### config.mk
export PLATFORM = sky130hd
export DESIGN_NAME = adc_sample_sequencer
export DESIGN_NICKNAME = d
export VERILOG_FILES = /design/src/adc_sample_sequencer.v
export VERILOG_INCLUDE_DIRS = /design/src
export SDC_FILE = /design/constraint.sdc
export NUM_CORES = 1
export LEC_CHECK = 0
export ABC_CLOCK_PERIOD_IN_PS = 6150
export BUFFER_PORTS_ARGS = -buffer_cell sky130_fd_sc_hd__buf_2
export CORE_AREA = 3 3 254 256
export DETAILED_ROUTE_END_ITERATION = 10
export DIE_AREA = 0 0 257 259
export PLACE_DENSITY = 0.51
export SLEW_MARGIN = 20
export SYNTH_ARGS = -nofsm -noshare
export SYNTH_HDL_FRONTEND = slang
export SYNTH_SLANG_ARGS = --single-unit
### constraint.sdc
create_clock -name pclk -period 6.15 [get_ports pclk]
set_input_delay 0.3075 -clock pclk [delete_from_list [all_inputs] [get_ports pclk]]
set_output_delay 0.3075 -clock pclk [all_outputs]
set_load 0.1 [all_outputs]
### src/adc_seq_consts.vh
/*
 * adc_seq_consts.vh - register offsets, reset values
 * and encodings for the sample sequencer block.
 * Assumes inclusion by bare name from a Verilog-2005 design file.
 */
`ifndef ADC_SEQ_CONSTS_VH
`define ADC_SEQ_CONSTS_VH

// register byte offsets (apb, one aligned word each)
`define OFS_ENABLE      12'h000
`define OFS_RAW_STATUS  12'h004
`define OFS_MASK        12'h008
`define OFS_MASKED      12'h00c
`define OFS_UFLOW       12'h010
`define OFS_OFLOW       12'h014
`define OFS_PROC_TRIG   12'h018
`define OFS_TRIG_SEL    12'h01c
`define OFS_PRIORITY    12'h020
`define OFS_HW_AVG      12'h024
`define OFS_SW_AVG      12'h028
`define OFS_STEP_BASE   12'h040
`define OFS_FIFO_BASE   12'h080

// trigger source codes, four bits per sequencer
`define TRIG_PROC       4'h0
`define TRIG_COMP0      4'h1
`define TRIG_COMP1      4'h2
`define TRIG_COMP2      4'h3
`define TRIG_EXT        4'h4
`define TRIG_TIMER      4'h5
`define TRIG_PWM0       4'h6
`define TRIG_PWM1       4'h7
`define TRIG_PWM2       4'h8
`define TRIG_ALWAYS     4'hf

// channel code for the temperature sensor
`define CH_TEMP         4'h8

// reset values
`define PRIO_RESET      8'he4
`define TRIG_RESET      16'h0000

`endif
### src/adc_sample_sequencer.v
/*
 * adc_sample_sequencer.v - four prioritised sample sequencers with
 * hardware and per-sequencer software averaging, result fifos, and
 * per-sequencer interrupts, behind an apb slave.
 * Assumes a converter that takes conv_start/conv_chan and returns
 * conv_done with conv_data some cycles later; triggers are synchronous.
 */
// What this block does
// - four sequencers, depths eight, four, four, one
// - eight external channels plus temperature sensor
// - every step picks its own channel
// - per-sequencer trigger source, capture only when triggered
// - highest-priority pending sequencer sampled first
// - hardware averaging 2x to 64x, slower throughput
// - one hardware averaging setting for all
// - software averaging 2x/4x/8x per sequencer, shrinks depth
// - disabled sequencer ignores its trigger
// - sticky fifo overflow and underflow flags
// - processor trigger starts addressed processor-triggered sequencer
// - per-sequencer mask, raw, masked status, clear
// - priorities 0..3, 0 highest, equal codes go to the lower sequencer number
// - hardware averaging zero means unaveraged
// - enabling an interrupt clears its pending status
// - continuous trigger recaptures whenever idle
`include "adc_seq_consts.vh"
module adc_sample_sequencer #(
  parameter DW = 12                   // converter result width
) (
  // clock and reset
  input  wire          pclk,
  input  wire          presetn,
  // apb slave
  input  wire          psel,
  input  wire          penable,
  input  wire          pwrite,
  input  wire [11:0]   paddr,
  input  wire [31:0]   pwdata,
  output wire          pready,
  output reg  [31:0]   prdata,
  output wire          pslverr,
  // hardware trigger sources
  input  wire [2:0]    comp_trig,
  input  wire          ext_trig,
  input  wire          timer_trig,
  input  wire [2:0]    pwm_trig,
  // converter
  output reg           conv_start,
  output reg  [3:0]    conv_chan,
  input  wire          conv_done,
  input  wire [DW-1:0] conv_data,
  // interrupt
  output wire          irq
);
  localparam S_IDLE = 3'b001;         // waiting for a trigger
  localparam S_CONV = 3'b010;         // conversion in flight
  localparam S_STEP = 3'b100;         // step result handled

  // software-visible control
  reg  [3:0]    enable_r;             // per-sequencer enable
  reg  [15:0]   trig_sel_r;           // trigger codes
  reg  [7:0]    prio_r;               // two bits each
  reg  [2:0]    hw_avg_r;             // log2 factor, 0 off
  reg  [7:0]    sw_avg_r;             // log2 factor per sequencer
  reg  [3:0]    mask_r;               // interrupt mask
  reg  [3:0]    raw_r;                // interrupt raw status
  reg  [3:0]    oflow_r;              // fifo_overflow_flag
  reg  [3:0]    uflow_r;              // fifo_underflow_flag
  reg  [3:0]    pend_r;               // latched trigger events
  reg  [3:0]    step_chan_r [0:16];   // step channel table
  reg  [16:0]   step_end_r;           // last-step marks
  // fifo storage, flat index: seq0 0-7, seq1 8-11, seq2 12-15, seq3 16
  reg  [DW-1:0] fifo_mem [0:16];
  reg  [3:0]    wp_r [0:3];
  reg  [3:0]    rp_r [0:3];
  reg  [3:0]    cnt_r [0:3];
  // engine
  reg  [2:0]    state_r;
  reg  [1:0]    act_r;                // active sequencer
  reg  [2:0]    step_r;               // step within sequence
  reg  [6:0]    hw_cnt_r;             // hardware samples taken
  reg  [DW+5:0] hw_acc_r;             // hardware sum
  reg  [3:0]    sw_cnt_r;             // software samples in group
  reg  [DW+8:0] sw_acc_r;             // software sum

  function [4:0] base_of;             // fifo/step base per sequencer
    input [1:0] s;
    case (s)
      2'd0:    base_of = 5'd0;
      2'd1:    base_of = 5'd8;
      2'd2:    base_of = 5'd12;
      default: base_of = 5'd16;
    endcase
  endfunction
  function [3:0] depth_of;            // sequencer depth
    input [1:0] s;
    case (s)
      2'd0:    depth_of = 4'd8;
      2'd1:    depth_of = 4'd4;
      2'd2:    depth_of = 4'd4;
      default: depth_of = 4'd1;
    endcase
  endfunction

  wire wr = psel & penable & pwrite;
  wire rd = psel & penable & ~pwrite;
  assign pready  = 1'b1;              // zero wait states
  assign pslverr = 1'b0;
  assign irq     = |(raw_r & mask_r);

  // trigger detection per sequencer
  reg  [3:0] trig_hit;
  integer i;
  always @* begin
    for (i = 0; i < 4; i = i + 1) begin
      case (trig_sel_r[4*i +: 4])
        `TRIG_PROC:   trig_hit[i] = wr && paddr == `OFS_PROC_TRIG && pwdata[i];
        `TRIG_COMP0:  trig_hit[i] = comp_trig[0];
        `TRIG_COMP1:  trig_hit[i] = comp_trig[1];
        `TRIG_COMP2:  trig_hit[i] = comp_trig[2];
        `TRIG_EXT:    trig_hit[i] = ext_trig;
        `TRIG_TIMER:  trig_hit[i] = timer_trig;
        `TRIG_PWM0:   trig_hit[i] = pwm_trig[0];
        `TRIG_PWM1:   trig_hit[i] = pwm_trig[1];
        `TRIG_PWM2:   trig_hit[i] = pwm_trig[2];
        `TRIG_ALWAYS: trig_hit[i] = 1'b1;
        default:      trig_hit[i] = 1'b0;
      endcase
    end
  end

  // priority pick: lowest priority code among pending
  reg [1:0] pick;
  reg       pick_ok;
  reg [1:0] best_p;
  integer   j;                        // own index, so each process drives its own
  always @* begin
    pick = 2'd0;
    pick_ok = 1'b0;
    best_p = 2'd3;
    for (j = 0; j < 4; j = j + 1) begin
      if (pend_r[j] && (!pick_ok || prio_r[2*j +: 2] < best_p)) begin
        pick = j[1:0];
        pick_ok = 1'b1;
        best_p = prio_r[2*j +: 2];
      end
    end
  end

  // averaging helpers
  wire [6:0] hw_need  = (hw_avg_r == 3'd0) ? 7'd1 : (7'd1 << hw_avg_r);
  wire [DW+5:0] hw_sum = hw_acc_r + {6'd0, conv_data};
  // result from the held sum: conv_data only stands in the done cycle
  wire [DW-1:0] hw_res = hw_acc_r[hw_avg_r +: DW];
  wire [1:0] sw_lg    = sw_avg_r[2*act_r +: 2];
  wire [3:0] sw_need  = 4'd1 << sw_lg;
  wire [DW+8:0] sw_sum = sw_acc_r + {9'd0, hw_res};
  wire [DW-1:0] sw_res = sw_sum[sw_lg +: DW];
  wire [4:0] step_idx = base_of(act_r) + {2'd0, step_r};
  // a step group ends on its mark or at the averaged depth edge
  wire [3:0] last_step = (depth_of(act_r) >> sw_lg) - 4'd1;
  wire       seq_end  = step_end_r[step_idx] | ({1'b0, step_r} >> sw_lg == last_step
                          && sw_cnt_r == sw_need - 4'd1);

  // fifo read side decode
  wire       fifo_rd  = rd && paddr[11:4] == `OFS_FIFO_BASE >> 4 && paddr[3:2] != 2'd0
                        || rd && paddr[11:4] == `OFS_FIFO_BASE >> 4;
  wire [1:0] fifo_sel = paddr[3:2];
  // step table writes: 0x40 upward, step 16 shares the fifo 0 word (fifo is read-only)
  wire [11:0] step_off = paddr - `OFS_STEP_BASE;
  wire        step_hit = paddr >= `OFS_STEP_BASE && paddr <= `OFS_FIFO_BASE;

  // sequencing engine and register writes
  integer k;
  always @(posedge pclk or negedge presetn) begin
    if (!presetn) begin
      enable_r <= 4'h0; trig_sel_r <= `TRIG_RESET; prio_r <= `PRIO_RESET;
      hw_avg_r <= 3'd0; sw_avg_r <= 8'h00; mask_r <= 4'h0; raw_r <= 4'h0;
      oflow_r <= 4'h0; uflow_r <= 4'h0; pend_r <= 4'h0; step_end_r <= 17'h1ffff;
      state_r <= S_IDLE; act_r <= 2'd0; step_r <= 3'd0; hw_cnt_r <= 7'd0;
      hw_acc_r <= {(DW+6){1'b0}}; sw_cnt_r <= 4'd0; sw_acc_r <= {(DW+9){1'b0}};
      conv_start <= 1'b0; conv_chan <= 4'h0;
      for (k = 0; k < 4; k = k + 1) begin
        wp_r[k] <= 4'd0; rp_r[k] <= 4'd0; cnt_r[k] <= 4'd0;
      end
      for (k = 0; k < 17; k = k + 1) begin
        step_chan_r[k] <= 4'h0;
      end
    end else begin
      conv_start <= 1'b0;
      // register writes (clears first, hardware sets below win)
      if (wr) begin
        case (paddr)
          `OFS_ENABLE:     enable_r <= pwdata[3:0];
          `OFS_RAW_STATUS: raw_r <= raw_r & ~pwdata[3:0];
          `OFS_MASK: begin
            mask_r <= pwdata[3:0];
            raw_r  <= raw_r & ~(pwdata[3:0] & ~mask_r);
          end
          `OFS_UFLOW:      uflow_r <= uflow_r & ~pwdata[3:0];
          `OFS_OFLOW:      oflow_r <= oflow_r & ~pwdata[3:0];
          `OFS_TRIG_SEL:   trig_sel_r <= pwdata[15:0];
          `OFS_PRIORITY:   prio_r <= pwdata[7:0];
          `OFS_HW_AVG:     hw_avg_r <= (pwdata[2:0] > 3'd6) ? 3'd6 : pwdata[2:0];
          `OFS_SW_AVG:     sw_avg_r <= pwdata[7:0];
          default: begin
            if (step_hit) begin
              step_chan_r[step_off[6:2]] <= (pwdata[3:0] > `CH_TEMP) ? `CH_TEMP : pwdata[3:0];
              step_end_r[step_off[6:2]]  <= pwdata[4];
            end
          end
        endcase
      end
      // latch triggers of enabled sequencers only
      pend_r <= pend_r | (trig_hit & enable_r);
      // fifo pops and underflow
      if (fifo_rd) begin
        if (cnt_r[fifo_sel] == 4'd0)
          uflow_r[fifo_sel] <= 1'b1;
        else begin
          rp_r[fifo_sel] <= (rp_r[fifo_sel] == depth_of(fifo_sel) - 4'd1) ? 4'd0 : rp_r[fifo_sel] + 4'd1;
          cnt_r[fifo_sel] <= cnt_r[fifo_sel] - 4'd1;
        end
      end
      case (state_r)
        S_IDLE: begin
          if (pick_ok) begin
            act_r <= pick;
            step_r <= 3'd0;
            pend_r[pick] <= trig_hit[pick] & enable_r[pick] & (trig_sel_r[4*pick +: 4] == `TRIG_ALWAYS);
            conv_chan <= step_chan_r[base_of(pick)];
            conv_start <= 1'b1;
            hw_cnt_r <= 7'd0; hw_acc_r <= {(DW+6){1'b0}};
            sw_cnt_r <= 4'd0; sw_acc_r <= {(DW+9){1'b0}};
            state_r <= S_CONV;
          end
        end
        S_CONV: begin
          if (conv_done) begin
            hw_acc_r <= hw_sum;                                      // taken while data stands
            if (hw_cnt_r + 7'd1 < hw_need) begin
              hw_cnt_r <= hw_cnt_r + 7'd1;
              conv_start <= 1'b1;
            end else
              state_r <= S_STEP;
          end
        end
        S_STEP: begin
          // one fully averaged entry per software group
          hw_cnt_r <= 7'd0;
          hw_acc_r <= {(DW+6){1'b0}};
          if (sw_cnt_r == sw_need - 4'd1) begin
            sw_cnt_r <= 4'd0;
            sw_acc_r <= {(DW+9){1'b0}};
            if (cnt_r[act_r] == depth_of(act_r))
              oflow_r[act_r] <= 1'b1;
            else begin
              fifo_mem[base_of(act_r) + {1'b0, wp_r[act_r]}] <= sw_res;
              wp_r[act_r] <= (wp_r[act_r] == depth_of(act_r) - 4'd1) ? 4'd0 : wp_r[act_r] + 4'd1;
              // a pop on an empty fifo took nothing, so it must not cancel the push
              cnt_r[act_r] <= cnt_r[act_r] + 4'd1 - {3'd0, fifo_rd && fifo_sel == act_r && cnt_r[act_r] != 4'd0};
            end
          end else begin
            sw_cnt_r <= sw_cnt_r + 4'd1;
            sw_acc_r <= sw_sum;
          end
          if (seq_end || {1'b0, step_r} == depth_of(act_r) - 4'd1) begin
            raw_r[act_r] <= 1'b1;
            state_r <= S_IDLE;
          end else begin
            step_r <= step_r + 3'd1;
            conv_chan <= step_chan_r[step_idx + 5'd1];
            conv_start <= 1'b1;
            state_r <= S_CONV;
          end
        end
        default: state_r <= S_IDLE;
      endcase
    end
  end

  // read data register
  always @(posedge pclk or negedge presetn) begin
    if (!presetn)
      prdata <= 32'h0;
    else if (psel && !penable && !pwrite) begin
      case (paddr)
        `OFS_ENABLE:     prdata <= {28'h0, enable_r};
        `OFS_RAW_STATUS: prdata <= {28'h0, raw_r};
        `OFS_MASK:       prdata <= {28'h0, mask_r};
        `OFS_MASKED:     prdata <= {28'h0, raw_r & mask_r};
        `OFS_UFLOW:      prdata <= {28'h0, uflow_r};
        `OFS_OFLOW:      prdata <= {28'h0, oflow_r};
        `OFS_TRIG_SEL:   prdata <= {16'h0, trig_sel_r};
        `OFS_PRIORITY:   prdata <= {24'h0, prio_r};
        `OFS_HW_AVG:     prdata <= {29'h0, hw_avg_r};
        `OFS_SW_AVG:     prdata <= {24'h0, sw_avg_r};
        default: begin
          // empty fifo reads zero, never an unwritten word
          if (paddr[11:4] == `OFS_FIFO_BASE >> 4 && cnt_r[paddr[3:2]] != 4'd0)
            prdata <= {{(32-DW){1'b0}}, fifo_mem[base_of(paddr[3:2]) + {1'b0, rp_r[paddr[3:2]]}]};
          else
            prdata <= 32'h0;
        end
      endcase
    end
  end
endmodule // adc_sample_sequencer

==> qor.csv <==
metric,value,unit
classification of the worst setup path,register to register,
clk sink count,469,
sequential-to-total area share from yosys stat,52.6,%
CP cell instances,"mux4_2, nor2b_1, a32oi_1, nand2_1, buf_4, and3_1, nand3_1, nor2_2",
DRT iter0 DRCs,1159,
outcome,"complete, no violations",
hold path depth,3,
CP Capture Type,register,
via count,15919,
Hold EP,hw_acc_r[0],
share of layout cells above drive strength 1,27.4,%
largest net degree at the start of global routing,75,
Cells after Synth,1867,
logic gate share of total power,23.3,%
Hold WS,0.0434,ns
FILL cells,5766,
GPL Wtd Cong,0.855,
num rows,92,
"reg-to-reg slack, setup",1.56,ns
yosys warns,0,
Initial Utilization,38.7,%
top cell family by delay on the critical path,simple AND/OR/NAND/NOR gates,
antenna violations before repair,4,
Routed wire per std cell,23.1,µm
WP buf/inv,1,
sequential share of power,41.1,%
grt ovf,0,
largest area contributor in the netlist,edfxtp_1,
Max Clk Rate,218,MHz
Ports,110,
design area,27400,µm²
area grow syn2layout,12.9,%
reg2reg start,act_r[1],
Peak VDD IR,0.000232,V
clock latency on the worst-skew pair,0.63,ns
area of the mapped netlist,24300,µm²
Post-synth ARST share,56.5,%
RR Endpoint,fifo_mem[14][3],
drt pass-1 iters,7,
die height,259,µm
clock buffer depth,3,
"Reg clk slew, reported paths",0.06,ns
placed cell areas,25600,µm²
die area,66600,µm²
Final period util,74.7,%
total wire length,65400,µm
"Slew Viols, Final",0,
Post-synth EDFFs,204,
core region area,62700,µm²
Synth cell types,81,
data required time of the worst path,6.40,ns
post-synth top area share,25.2,%
CP Launch Type,register,
Pwr Density,325,nW/µm²
Avg Inst Size Synth,13.0,µm²
Critical Path Max Stage Delay,0.91,ns
switching share of power,32.1,%
internal power,6.05,mW
Final setup viols,0,
TNS Setup,0,ns
Root Buffer,clkbuf_16,
"Top FF cell, synth",dfrtp_1,
endpoints failing hold,0,
RSZ-0062 raised after global routing,no,
#FFs+latches synth,469,
H-tree Lvls,2,
Worst R2R Path Depth,8,
DPL Wire Length,44400,µm
Rel. slew slack,31.4,%
hold path startpoint,conv_data[0],
NumNets Final,2081,
CTS tree,built,
Final ANT Viol Nets,0,
Setup Skew,0.0568,ns
Hold/Removal Path Class,input port to register,
first-pass GRT wire length,99700,µm
Switch Pwr,2.86,mW
Die W,257,µm
clock power share,35.6,%
worst-margin pin slew,1.01,ns
Max Fanout on Critical Path,30,
synth top area cells,"edfxtp_1 25%, dfrtp_1 25%, mux4_2 9.6%, mux2_2 8.2%, mux2i_1 3.5%",
number of global-route vias before repair,16036,
Max Cap Viol,0,
global-route usage over all layers,19.5,%
# diodes,0,
DRC Markers,0,
PortBufs,75,
Leak Pwr,11.3,nW
crit path time final,4.59,ns
CP max stage cell,dfrtp_1,
Critical Path AT,4.84,ns
vias per cell,5.62,
CTS Buf Count,53,
cells in the mapped netlist, types with 6 or more instances:
cell / instances
a32o_1: 7
nor2_1: 102
a22o_1: 25
mux2_2: 177
buf_4: 19
ha_1: 62
o31ai_1: 14
clkbuf_1: 68
a32oi_1: 7
dfstp_2: 22
nor3_1: 24
a31oi_1: 11
nand3_1: 57
mux2i_1: 84
inv_1: 40
nand4_1: 7
a211oi_1: 11
edfxtp_1: 204
buf_1: 11
o21ai_0: 69
or3_1: 9
nor4_1: 10
or2_2: 6
buf_2: 16
o22ai_1: 7
xor2_1: 28
a21oi_1: 38
nand2_1: 172
dfrtp_1: 243
xnor2_1: 26
a22oi_1: 10
mux4_2: 104
and2_1: 13
a221oi_1: 8
o21a_1: 6
and3_1: 14
a21o_1: 13
nor2b_1: 11
nand2b_1: 8
worst min-delay path, stage by stage:
cell	delay, ns
buf_2	0.08
ha_1	0.12
a22o_1	0.13
layout by cell type, fill, tap and decap left out, types with 18 or more instances in the layout:
master     netlist  final
buf_4           19     38
clkbuf_16        0     53
nor2_1         102    100
o21ai_0         69     69
conb_1           2     18
ha_1            62     62
a22o_1          25     25
xor2_1          28     27
dfstp_2         22     22
xnor2_1         26     26
mux4_2         104    102
mux2i_1         84     82
nand2_1        172    172
a21oi_1         38     38
dfrtp_1        243    243
nor3_1          24     24
inv_1           40     40
buf_2           16     74
mux2_2         177    177
nand3_1         57     57
edfxtp_1       204    204
state kept, by name, summed over array words and instances, names as in the netlist, 7 cells and up:
| register | count |
|---|---|
| trig_sel_r | 16 |
| sw_avg_r | 8 |
| step_end_r | 17 |
| prio_r | 8 |
| sw_acc_r | 15 |
| hw_cnt_r | 7 |
| step_chan_r | 68 |
| prdata | 16 |
| hw_acc_r | 18 |
| fifo_mem | 204 |
| wp_r | 16 |
| rp_r | 16 |
| cnt_r | 16 |
power by group through the flow:
stage	Combinational, mW	Sequential (mW)	Clock (mW)
after CTS	2.08	3.66	3.25
after floorplan	1.42	3.74	0
after global placement	2.02	3.72	0
final	2.07	3.66	3.17
after global routing	2.26	3.68	3.38
after detailed placement	2.06	3.72	0
metrics by stage:
stage	setup slack [ns]	utilization (%)	std cells	total power, mW
floorplan	1.65	-	1883	5.15
global placement	1.49	40.7	2723	5.74
detailed placement	1.33	40.7	2723	5.78
CTS	1.30	43.7	2831	8.99
global route	1.10	43.7	2831	9.33
finish	1.56	43.7	2831	8.91
layer usage:
layer | GRT usage (%) | vias to the layer above | wire length [µm]
li1 | - | 7211 | -
met1 | 27.4 | 8233 | 29800
met2 | 32.2 | 376 | 31300
met3 | 2.50 | 97 | 2870
met4 | 5.04 | 2 | 1440
met5 | 0 | - | 9
cell type report:
cell class / instances / area (µm²) / area share, %
flip-flops and latches: 469 / 12800 / 46.6
multi-input cells: 1253 / 10900 / 39.7
clock buffers: 71 / 1490 / 5.45
well taps: 846 / 1060 / 3.86
repair buffers: 125 / 791 / 2.88
clock inverters: 25 / 263 / 0.958
inverters: 42 / 158 / 0.575
repair_timing:
action	CTS	global route
buffers inserted	0	0
hold buffers	12	0
hold endpoints to repair	83	0
gates resized for setup	0	0
endpoints found under the setup margin	0	0
worst max path at each step:
| stage | start | end | slack (ns) | cells past startpoint |
|---|---|---|---|---|
| after floorplan | hw_avg_r[0] | fifo_mem[0][11] | 1.65 | 14 |
| after CTS | hw_avg_r[1] | fifo_mem[16][5] | 1.30 | 10 |
| after global placement | act_r[1] | fifo_mem[14][9] | 1.49 | 8 |
| after detailed placement | hw_avg_r[1] | fifo_mem[7][5] | 1.33 | 10 |
| after global routing | hw_avg_r[1] | fifo_mem[3][10] | 1.10 | 11 |
| final | act_r[1] | fifo_mem[14][3] | 1.56 | 8 |
logic make-up after synthesis:
group,count (synthesis),share of synthesized area [%]
flops,469,52.6
simple gates,469,9.30
mux,365,21.3
compound gates,279,8.13
buf+inv,161,3.02
fa+ha+maj,68,3.65
xor+xnor,54,1.95
other cells,2,0.0309
Power figures use the tool's default switching activity.
